--- src/common/igd_pkg.sv ---
package igd_pkg;
   localparam int CLK_PERIOD_NS = 25;
   localparam int DEGLITCH_NS = 40;
   localparam int DEGLITCH_CYC = (DEGLITCH_NS + CLK_PERIOD_NS - 1) / CLK_PERIOD_NS;
   localparam int FAULT_MUTE_NS = 1000;
   localparam int FAULT_MUTE_CYC = FAULT_MUTE_NS / CLK_PERIOD_NS;
   localparam int RESET_FILTER_NS = 1000;
   localparam int RESET_FILTER_CYC = (RESET_FILTER_NS + CLK_PERIOD_NS - 1) / CLK_PERIOD_NS;
   localparam int SENSE_W = 8;
   localparam logic [SENSE_W-1:0] SENSE_PERIOD = 8'h63;
   localparam int CNT_W = 8;

   typedef enum logic [1:0] {
      IGD_OFF = 2'b00,
      IGD_ON = 2'b01,
      IGD_FAULT = 2'b10
   } igd_state_t;

   typedef struct packed {
      logic in_pos;
      logic in_neg;
      logic enable;
   } igd_inputs_t;
endpackage

--- src/verilog/igd_ctrl.sv ---
`timescale 1ns/1ps
module igd_ctrl
   import igd_pkg::*;
(
   input wire logic clk,
   input wire logic rst,
   input wire igd_inputs_t pins_in,
   input wire logic supply_in_ok,
   input wire logic supply_out_ok,
   input wire logic sense_in_a,
   input wire logic [SENSE_W-1:0] analog_sense_in,
   output logic gate_source_out,
   output logic gate_sink_out,
   output logic gate_soft_out,
   output logic miller_clamp_out,
   output logic fault_flag_n_out,
   output logic fault_flag_n_oe_n,
   output logic ready_out,
   output logic ready_oe_n,
   output logic sense_pwm_out
);
   // ----------------------------------------
   // input deglitch
   // ----------------------------------------
   igd_inputs_t filt;
   igd_inputs_t prev;
   logic [CNT_W-1:0] dg_cnt [3];
   logic [CNT_W-1:0] low_cnt;
   logic [CNT_W-1:0] mute_cnt;
   logic [SENSE_W-1:0] pwm_cnt;
   logic en_low_ok;
   logic supplies_ok;
   igd_state_t state;

   // either supply in lockout counts as lost power; both sides must be good
   assign supplies_ok = supply_in_ok & supply_out_ok;

   // ----------------------------------------
   // timing notes
   // ----------------------------------------
   // a pin change is seen by the counter at the same edge it is sampled,
   // so a level must stand DEGLITCH_CYC + 2 edges before filt follows it;
   // a single-cycle glitch resets the counter twice and is never believed.
   // the drive state then takes one more edge and the registered outputs
   // one more, so the gate answers about six edges after a valid combo.
   // a desaturation trip is two edges from sense to the flag pin.

   // a level must hold DEGLITCH_CYC + 2 cycles before it is believed
   always_ff @(posedge clk) begin
      if (rst) begin
         filt <= '0; // enable reads low until proven high
         prev <= '0;
         for (int i = 0; i < 3; i++) begin
            dg_cnt[i] <= '0;
         end
      end else begin
         prev <= pins_in;
         for (int i = 0; i < 3; i++) begin
            if (pins_in[i] != prev[i]) begin
               dg_cnt[i] <= '0;
            end else if (dg_cnt[i] < CNT_W'(DEGLITCH_CYC)) begin
               dg_cnt[i] <= dg_cnt[i] + 8'h01;
            end else begin
               filt[i] <= prev[i];
            end
         end
      end
   end

   // ----------------------------------------
   // fault mute and reset filter
   // ----------------------------------------
   // enable low counts only once mute has expired, so early resets are lost
   always_ff @(posedge clk) begin
      if (rst) begin
         mute_cnt <= '0;
         low_cnt <= '0;
         en_low_ok <= 1'b0;
      end else begin
         if (state != IGD_FAULT) begin
            mute_cnt <= CNT_W'(FAULT_MUTE_CYC);
         end else if (mute_cnt != '0) begin
            mute_cnt <= mute_cnt - 8'h01;
         end
         if (filt.enable || mute_cnt != '0) begin
            low_cnt <= '0;
         end else if (low_cnt < CNT_W'(RESET_FILTER_CYC)) begin
            low_cnt <= low_cnt + 8'h01;
         end
         en_low_ok <= (low_cnt >= CNT_W'(RESET_FILTER_CYC));
      end
   end

   // ----------------------------------------
   // drive state
   // ----------------------------------------
   always_ff @(posedge clk) begin
      if (rst) begin
         state <= IGD_OFF;
      end else begin
         case (state)
            IGD_OFF, IGD_ON: begin
               if (state == IGD_ON && sense_in_a && supplies_ok) begin
                  state <= IGD_FAULT;
               end else if (supplies_ok && filt.enable && filt.in_pos && !filt.in_neg) begin
                  state <= IGD_ON;
               end else begin
                  state <= IGD_OFF;
               end
            end
            IGD_FAULT: begin
               // released only on enable rising after a valid low
               if (en_low_ok && filt.enable) begin
                  state <= IGD_OFF;
               end
            end
            default: state <= IGD_OFF;
         endcase
      end
   end

   // ----------------------------------------
   // outputs
   // ----------------------------------------
   // the pull-up path is on only in the on state with both supplies good;
   // the clamp uses the same term, so one function keeps them in step
   function automatic logic drive_on(input igd_state_t st, input logic ok);
      return (st == IGD_ON) && ok;
   endfunction

   // source path: pulls the gate up
   always_ff @(posedge clk) begin
      if (rst) begin
         gate_source_out <= 1'b0;
      end else begin
         gate_source_out <= drive_on(state, supplies_ok);
      end
   end

   // strong sink: normal turn-off and undervoltage
   // lockout wins over a latched fault, since soft turn-off needs supply
   always_ff @(posedge clk) begin
      if (rst) begin
         gate_sink_out <= 1'b1;
      end else begin
         gate_sink_out <= (state == IGD_OFF) || !supplies_ok;
      end
   end

   // soft sink: fault turn-off only, limits overshoot on a short
   always_ff @(posedge clk) begin
      if (rst) begin
         gate_soft_out <= 1'b0;
      end else begin
         gate_soft_out <= (state == IGD_FAULT) && supplies_ok;
      end
   end

   // clamp holds the gate down whenever the source is not driving
   always_ff @(posedge clk) begin
      if (rst) begin
         miller_clamp_out <= 1'b1;
      end else begin
         miller_clamp_out <= !drive_on(state, supplies_ok);
      end
   end

   // open drain: output level fixed low, oe_n low pulls the pin
   always_ff @(posedge clk) begin
      if (rst) begin
         fault_flag_n_out <= 1'b0;
         fault_flag_n_oe_n <= 1'b1;
         ready_out <= 1'b0;
         ready_oe_n <= 1'b0;
      end else begin
         fault_flag_n_out <= 1'b0;
         fault_flag_n_oe_n <= (state != IGD_FAULT);
         ready_out <= 1'b0;
         ready_oe_n <= supplies_ok;
      end
   end

   // ----------------------------------------
   // analog to pwm
   // ----------------------------------------
   // higher sense voltage gives a shorter duty, as for an ntc sensor
   always_ff @(posedge clk) begin
      if (rst) begin
         pwm_cnt <= '0;
         sense_pwm_out <= 1'b0;
      end else begin
         pwm_cnt <= (pwm_cnt >= SENSE_PERIOD) ? '0 : pwm_cnt + 8'h01;
         if (!supplies_ok || !filt.enable) begin
            sense_pwm_out <= 1'b0;
         end else begin
            sense_pwm_out <= (pwm_cnt < ~analog_sense_in);
         end
      end
   end
endmodule
--- config.mk ---
export PLATFORM = sky130hd
export DESIGN_NAME = igd_ctrl
export DESIGN_NICKNAME = d
export VERILOG_FILES = /design/src/common/igd_pkg.sv /design/src/verilog/igd_ctrl.sv
export SDC_FILE = /design/constraint.sdc
export NUM_CORES = 1
export LEC_CHECK = 0
export ABC_AREA = 1
export BUFFER_PORTS_ARGS = -buffer_cell sky130_fd_sc_hd__buf_2
export CORE_MARGIN = 2
export CORE_UTILIZATION = 40
export DETAILED_ROUTE_END_ITERATION = 12
export PLACE_DENSITY = 0.6
export SETUP_SLACK_MARGIN = 0.5
export SLEW_MARGIN = 20
export SYNTH_ARGS = -nofsm -noshare
export SYNTH_HDL_FRONTEND = slang
export SYNTH_SLANG_ARGS = --single-unit
--- constraint.sdc ---
create_clock -name clk -period 3.7 [get_ports clk]
set_clock_uncertainty 0.2 [all_clocks]
set_input_delay 0.185 -clock clk [delete_from_list [all_inputs] [get_ports clk]]
set_output_delay 0.185 -clock clk [all_outputs]
set_load 0.01 [all_outputs]
## After elaboration in Yosys (flattened, before gate mapping)

Memory sizes are Yosys's and may differ from the RTL's.
Index checks and enable logic that the tools add are counted.
W data, S select, Z words.

| storage, ports and cells | value |
|---|---|
| bits in registers | 40 |
| RAM bits | 24 |
| output and inout port bits | 9 |
| word-level logic and storage cells | 115 |
| memories kept | 1 |

Memory list:

| memory | words | width | read ports | clocked after memory_dff | write ports | RTL line | text |
|---|---|---|---|---|---|---|---|
| dg_cnt | 3 | 8 | 3 | 0 | 3 | igd_ctrl.sv:27 | `logic [CNT_W-1:0] dg_cnt [3];` |

| cells by class | value |
|---|---|
| add/sub/neg operators | 6 |
| $lt $le $gt $ge | 7 |
| equal/unequal tests | 7 |
| muxes and demuxes | 35 |
| bitwise operators | 14 |
| reductions and logical operators | 26 |

Operator list:

| kind | number |
|---|---|
| $mux W8 | 6 |
| $add A8 B1 Y8 const B | 5 |
| $lt A8 B2 Y1 const B | 3 |
| $mux W1 | 24 |
| $mux W6 | 2 |
| $reduce_or A2 Y1 | 5 |
| $ge A8 B6 Y1 const B | 1 |
| $ge A8 B7 Y1 const B | 1 |
| $logic_and A1 B1 Y1 | 8 |
| $lt A8 B6 Y1 const B | 1 |
| $lt A8 B8 Y1 | 1 |
| $not A8 Y8 | 1 |
| $reduce_bool A8 Y1 | 1 |
| $sub A8 B1 Y8 const B | 1 |
| $not A1 Y1 | 6 |
| $or A1 B1 Y1 | 6 |
| $reduce_and A2 Y1 | 3 |
| $logic_not A1 Y1 | 4 |
| $mux W2 | 2 |
| $ne A2 B2 Y1 const B | 2 |
| $pmux W2 S2 | 1 |
| $logic_or A1 B1 Y1 | 3 |
| $ne A1 B1 Y1 | 3 |
| $eq A2 B1 Y1 const B | 1 |
| other kinds (4) | 4 |

## Longest topological paths before layout

Gate-level depths: netlist of the first run.

| logic depth | value |
|---|---|
| depth after elaboration | 7 |
| mapped depth | 8 |
| mapped depth without buffers | 8 |

## Worst setup path before layout of the first run

No wires, ideal clock.

| timing path | value |
|---|---|
| path kind | register to register |
| start | memory dg_cnt[2][2] |
| end | memory dg_cnt[2][0] (enable) |
| setup time | 0.337 ns |
| arrival | 1.008 ns |
| data required time | 3.163 ns |
| path slack | 2.156 ns |
| stages on the path, launching flop included | 6 |
| clock period less this slack | 1.544 ns |
| cells stage by stage | edfxtp_1 nor2_1 nand2_1 nor2_1 nand3_1 nand3_1 |

RTL lines:

| what | RTL line |
|---|---|
| start: declaration | igd_ctrl.sv:27 |

==> results of run 1 <==
-- registers in the layout, indices dropped and copies added, names as in the netlist --
| register | count |
|---|---|
| state | 2 |
| en_low_ok | 1 |
| pwm_cnt | 8 |
| dg_cnt | 24 |
| prev | 3 |
| gate_soft_out | 1 |
| gate_source_out | 1 |
| low_cnt | 8 |
| filt | 3 |
| mute_cnt | 8 |
| ready_oe_n | 1 |
| gate_sink_out | 1 |
| miller_clamp_out | 1 |
| fault_flag_n_oe_n | 1 |
| sense_pwm_out | 1 |
-- power groups by stage --
stage                     clock (W)  sequential (W)  combinational, W
after global placement            0        0.000785         0.0000768
final                      0.000570        0.000771         0.0000865
after global routing       0.000626        0.000774         0.0000996
after detailed placement          0        0.000787         0.0000785
after floorplan                   0        0.000783         0.0000595
after CTS                  0.000598        0.000771         0.0000873
-- area by class of cell --
class / count / share of cell area, %
inverter: 42 / 4.86
timing repair buffer: 33 / 6.69
multi-input combinational: 208 / 33.3
sequential: 64 / 46.2
clock buffer: 14 / 5.59
clock inverter: 2 / 0.304
tap: 80 / 3.04
-- per-layer routing --
| layer | routed length, µm | share of wire [%] | global-route usage [%] | vias up |
|---|---|---|---|---|
| li1 | - | - | - | 1059 |
| met1 | 2180 | 50 | 16.3 | 834 |
| met2 | 1950 | 45 | 20.8 | 28 |
| met3 | 161 | 3.7 | 5.14 | 8 |
| met4 | 91 | 2.1 | 7.24 | 0 |
| met5 | 0 | 0 | 0 | - |
-- worst paths after layout --
kind | from | endpoint | slack [ps]
worst max-delay path | rst | dg_cnt[2][4] | 1750
worst min register to register | filt[1] | state[0] | 220
worst min-delay path | analog_sense_in[0] | sense_pwm_out | 110
worst max register to register | dg_cnt[2][2] | dg_cnt[2][4] | 1970
-- cells in the final DEF (no fill, tap or decap), types with 2 or more instances in the layout --
master / Yosys / layout
dlygate4sd3_1: 0 / 11
clkinv_2: 0 / 2
edfxtp_1: 24 / 24
clkbuf_1: 1 / 2
buf_2: 1 / 22
xnor2_1: 7 / 7
a21oi_2: 3 / 3
and3_1: 2 / 2
nand3b_1: 2 / 2
nor4_1: 2 / 2
nand4_1: 5 / 5
conb_1: 1 / 18
dfxtp_1: 40 / 40
clkbuf_8: 0 / 11
a21oi_1: 13 / 13
nor3_1: 3 / 3
ha_1: 14 / 14
inv_1: 40 / 40
nand3_1: 14 / 14
xor2_1: 2 / 2
nor2_1: 53 / 53
o21ai_0: 6 / 6
nand2_1: 53 / 53
nor2_2: 2 / 2
nor3b_1: 2 / 2
-- worst max-delay path, stage by stage --
cell           delay (ps)
dlygate4sd3_1         540
buf_2                 200
inv_1                 290
nand3_1               190
nand3_1               330
-- per-stage QoR --
step / hold slack, ps / cell area [µm²] / cells
floorplan: 88.8 / 2800 / 318
detailed placement: 219 / 2990 / 416
global placement: 216 / 2990 / 416
finish: 114 / 3290 / 443
CTS: 102 / 3290 / 443
global route: 151 / 3290 / 443
-- cells in the mapped netlist (2+ instances only) --
| cell | instances | area, µm² |
|---|---|---|
| a21oi_1 | 13 | 65.1 |
| a21oi_2 | 3 | 26.3 |
| and3_1 | 2 | 12.5 |
| buf_4 | 2 | 15.0 |
| dfxtp_1 | 40 | 801 |
| edfxtp_1 | 24 | 721 |
| ha_1 | 14 | 175 |
| inv_1 | 40 | 150 |
| nand2_1 | 53 | 199 |
| nand3_1 | 14 | 70.1 |
| nand3b_1 | 2 | 15.0 |
| nand4_1 | 5 | 31.3 |
| nor2_1 | 53 | 199 |
| nor2_2 | 2 | 12.5 |
| nor3_1 | 3 | 15.0 |
| nor3b_1 | 2 | 15.0 |
| nor4_1 | 2 | 12.5 |
| o21ai_0 | 6 | 30.0 |
| xnor2_1 | 7 | 61.3 |
| xor2_1 | 2 | 17.5 |
-- repair_timing --
action	4_1_cts	5_1_grt
hold buffers	11	0
setup endpoints to repair	0	0
hold endpoints to repair	12	0
-- kinds of logic after synthesis --
| group | after synthesis | share of synthesized area [%] |
|---|---|---|
| and+or+nand+nor | 142 | 22.8 |
| DFF | 64 | 55.6 |
| buffers and inverters | 46 | 6.71 |
| AOI/OAI and AO/OA | 25 | 5.48 |
| adders and majority gates | 14 | 6.40 |
| xor gates and xnor gates | 9 | 2.88 |
| other | 1 | 0.137 |
==> impl_metrics.json, run 1 <==
{
  "fin_crit_ps": 1950,
  "hold_depth": 8,
  "clk_pin_slew_ps": 60,
  "grt_max_degree": 14,
  "switching_power_w": 0.000314,
  "first_pass_iters": 4,
  "syn_avg_cell_area_um2": 9.10,
  "yosysWarnings": 0,
  "synth-edff-count": 24,
  "cp.arrival_ps": 1740,
  "netlist_instances": 301,
  "power_w": 0.00143,
  "avgViaCountPerCell": 4.35,
  "p_int_w": 0.00111,
  "slew_viol_final": 0,
  "maxCapViolCount": 0,
  "cts-buffers-inserted": 9,
  "initial_core_util_pct": 40.8,
  "yosysSeqAreaShare_pct": 55.6,
  "nNetsFinal": 388,
  "combPwrFrac_pct": 6.1,
  "grt_overflow": 0,
  "routed_wl_um": 4380,
  "crit_type": "in -> reg",
  "p_leak_nw": 1.51,
  "chipHeight_um": 86.7,
  "layout-drive-gt1-share_pct": 13.2,
  "hold_viol": 0,
  "fin_tns_setup_ps": 0,
  "fill_cells": 650,
  "max_freq_ghz": 0.512,
  "regArea_um2": 1520,
  "num_antenna_cells": 0,
  "syn_to_final_growth_pct": 20.2,
  "power_frac_clock_pct": 39.9,
  "die_w_um": 86.7,
  "die_area_um2": 7520,
  "cp_max_fo": 13,
  "synth_seq_cells": 64,
  "grt_util_all_layers_pct": 13.5,
  "first_iter_violations": 46,
  "critPathLaunchType": "input port",
  "core-area_um2": 6720,
  "synth_area_um2": 2740,
  "peakVddDrop_mv": 0.171,
  "power_frac_seq_pct": 54.0,
  "place_ws_ps": 1940,
  "drc_errors": 0,
  "sw_frac_of_total_pct": 22.0,
  "outcome": "complete, no violations",
  "rsz0062_at_grt": "false",
  "final_core_util_pct": 49.0,
  "via_count": 1929,
  "antenna_found_initial": 0,
  "cp.required_ps": 3490,
  "power_density_nw_per_um2": 433,
  "post-cts-setup-buffers": 0,
  "numClockSinks": 64,
  "synth-main-ff-cell": "dfxtp_1",
  "async_flop_share_pct": 0,
  "port_buffers": 22,
  "clockBufferDepth": 2,
  "grt_pass1_wl_um": 7680,
  "cts-root-buf": "clkbuf_8",
  "cts.repair.resized": 0,
  "multi_input_area_um2": 1100,
  "period_share_pct": 52.8,
  "wl_per_cell_um": 9.89,
  "gp_routability_congestion": 0.782,
  "htree_levels": 3,
  "yosys.cell_types.count": 32,
  "hpwlAfterDp_um": 3150,
  "postRouteAntennaNets": 0,
  "r2r_cells": 5,
  "timing.final.ws_setup_ps": 1750,
  "holdCritPathClass": "in -> reg",
  "grt_pass1_vias": 1831,
  "cp-end-kind": "flop",
  "clk_latency_ps": 330,
  "ioPinCount": 25,
  "rows": 30,
  "setup_viol": 0,
  "cts_tree": "done"
}
(Power assumes the default switching activity.)
==> run 2, diff against run 1 <==
--- a/config.mk
+++ b/config.mk
@@ -10,7 +10,7 @@
 export CORE_MARGIN = 2
 export CORE_UTILIZATION = 40
 export DETAILED_ROUTE_END_ITERATION = 12
-export PLACE_DENSITY = 0.6
+export PLACE_DENSITY = 0.63
 export SETUP_SLACK_MARGIN = 0.5
 export SLEW_MARGIN = 20
 export SYNTH_ARGS = -nofsm -noshare
==> constraint.sdc (replaced) <==
create_clock -name clk -period 1.7 [get_ports clk]
set_clock_uncertainty 0.2 [all_clocks]
set_input_delay 0.085 -clock clk [delete_from_list [all_inputs] [get_ports clk]]
set_output_delay 0.085 -clock clk [all_outputs]
set_load 0.01 [all_outputs]
==> run 2 against run 1 <==
Compared with the run above:
- global-route usage grew 1.8 points
- worst setup slack lost 1600 ps
- clock-buffer cell count shrank 2
- die area is the same
- clock power grew to 2.8 times the previous value
- sequential cell count is the same
- cell area grew 19%
- combinational power grew to 3.1 times the previous value
==> impl_metrics.json, run 2 (same netlist as run 1, synthesis figures left out) <==
{
  "worstReg2RegEnd": "dg_cnt[0][0]",
  "gp_routability_congestion": 0.814,
  "crit_type": "reg -> reg",
  "die_area_um2": 7520,
  "port_buffers": 22,
  "r2r-start": "dg_cnt[0][2]",
  "clk_pin_slew_ps": 70,
  "avgViaCountPerCell": 4.53,
  "slew_viol_final": 0,
  "layout_common_cells": "nand2_1, nor2_1, inv_1, dfxtp_1, edfxtp_1",
  "outcome": "complete, no violations",
  "antenna_found_initial": 0,
  "via_count": 2122,
  "postRouteAntennaNets": 0,
  "critPathLaunchType": "flop",
  "rows": 30,
  "holdCritPathClass": "in -> reg",
  "cp.arrival_ps": 1380,
  "wl_per_cell_um": 11.2,
  "num_antenna_cells": 0,
  "grt_pass1_wl_um": 8740,
  "first_pass_iters": 4,
  "cts-buffers-inserted": 9,
  "instances_no_fill": 468,
  "die_w_um": 86.7,
  "hold_viol": 0,
  "crit_top_cell": "nand2_1",
  "core-area_um2": 6720,
  "place_ws_ps": 164,
  "hold_ws_ps": 3.47,
  "layout-drive-gt1-share_pct": 39.2,
  "routed_wl_um": 5230,
  "placed_cells": 419,
  "r2r_slack_ps": 170,
  "grt_overflow": 0,
  "timing.final.ws_setup_ps": 174,
  "worstHoldStart": "rst",
  "max_freq_ghz": 0.655,
  "r2r_cells": 5,
  "period_share_pct": 89.7,
  "fin_tns_setup_ps": 0,
  "grt_max_degree": 13,
  "rsz0062_at_grt": "true",
  "power_density_nw_per_um2": 900,
  "ioPinCount": 25,
  "hold_depth": 5,
  "fin_crit_ps": 1530,
  "cp_slowest_cell": "edfxtp_1",
  "final_core_util_pct": 58.4,
  "cp_max_fo": 8,
  "hpwlAfterDp_um": 3380,
  "final_common_cell": "nand2_1",
  "maxCapViolCount": 0,
  "top_register": "dg_cnt",
  "crit_chain": "nor2_1, nand4_1, nand2_1, nand2_1, nand2_4",
  "peakVddDrop_mv": 0.527,
  "max_stage_delay_ps": 420,
  "drc_errors": 0,
  "largest_register_ffs": 24,
  "setup_viol": 0,
  "clk_latency_ps": 340,
  "syn_to_final_growth_pct": 43.3,
  "cts_tree": "done",
  "grt_pass1_vias": 2024,
  "p_leak_nw": 1.73,
  "nNetsFinal": 413,
  "chipHeight_um": 86.7,
  "cp-end-kind": "flop",
  "first_iter_violations": 47,
  "initial_core_util_pct": 40.8,
  "grt_util_all_layers_pct": 15.3,
  "htree_levels": 3,
  "clockBufferDepth": 2,
  "numClockSinks": 64,
  "cts-root-buf": "clkbuf_8",
  "cp.required_ps": 1550,
  "min_to": "pwm_cnt[1]"
}
-- run 2: cell count changes in the layout (fill, tap and decap cells not counted), moves of 7 or more --
cell	previous run	this run
buf_4	0	20
buf_6	0	8
dfxtp_1	40	25
dfxtp_2	0	11
ha_1	14	7
nand2_1	53	45
nand3_1	14	6
nor2_1	53	35
nor2_2	2	10
nor2_4	1	11
-- run 2: worst max-delay path by stage --
| stage | startpoint | to | slack, ps | depth (start not counted) |
|---|---|---|---|---|
| floorplan | dg_cnt[1][2] | dg_cnt[1][0] | 300 | 5 |
| global placement | dg_cnt[1][2] | dg_cnt[1][4] | 220 | 5 |
| detailed placement | dg_cnt[1][2] | dg_cnt[1][7] | 160 | 5 |
| CTS | dg_cnt[1][2] | dg_cnt[1][7] | 210 | 5 |
| global route | dg_cnt[0][2] | dg_cnt[0][0] | 70 | 5 |
| finish | dg_cnt[0][2] | dg_cnt[0][0] | 170 | 5 |
-- run 2: critical path: cells and delay by family (launching register included) --
kind             cells  cell delay [ps]
DFF                  1              420
and+or+nand+nor      5              610
-- run 2: layout make-up --
class	count	area (µm²)
clock inverters	4	71.3
multi-input cells	208	1430
well taps	80	100
inverters	42	165
flip-flops and latches	64	1550
repair buffers	58	430
clock buffers	12	176
fillers	560	2790
-- run 2: power by group --
| group | leakage (nW) | switching (W) | internal (W) |
|---|---|---|---|
| combinational | 1.01 | 0.000149 | 0.000122 |
| clock | 0.128 | 0.000591 | 0.000993 |
| sequential | 0.585 | 0.0000303 | 0.00165 |
| total | 1.73 | 0.000770 | 0.00276 |
-- run 2: what timing repair did --
action,4_1_cts,5_1_grt
cloned,0,0
endpoints found under the setup margin,61,67
resized for setup,32,51
hold endpoints to repair,16,11
hold buffers,6,3
buffers inserted,12,13
pin swaps,19,33
-- run 2: per-stage QoR --
| step | power (W) | area (µm²) |
|---|---|---|
| 2_1_floorplan | 0.00185 | 2930 |
| 3_3_place_gp | 0.00191 | 3130 |
| 3_5_place_dp | 0.00191 | 3130 |
| 4_1_cts | 0.00354 | 3650 |
| 5_1_grt | 0.00368 | 3930 |
| 6_report | 0.00353 | 3930 |
-- run 2: metal layers --
| metal | vias up | GRT usage [%] | wire, µm |
|---|---|---|---|
| li1 | 1121 | - | - |
| met1 | 962 | 18.2 | 2300 |
| met2 | 32 | 24.6 | 2620 |
| met3 | 7 | 6.29 | 220 |
| met4 | 0 | 6.39 | 95 |
| met5 | - | 0 | 0 |
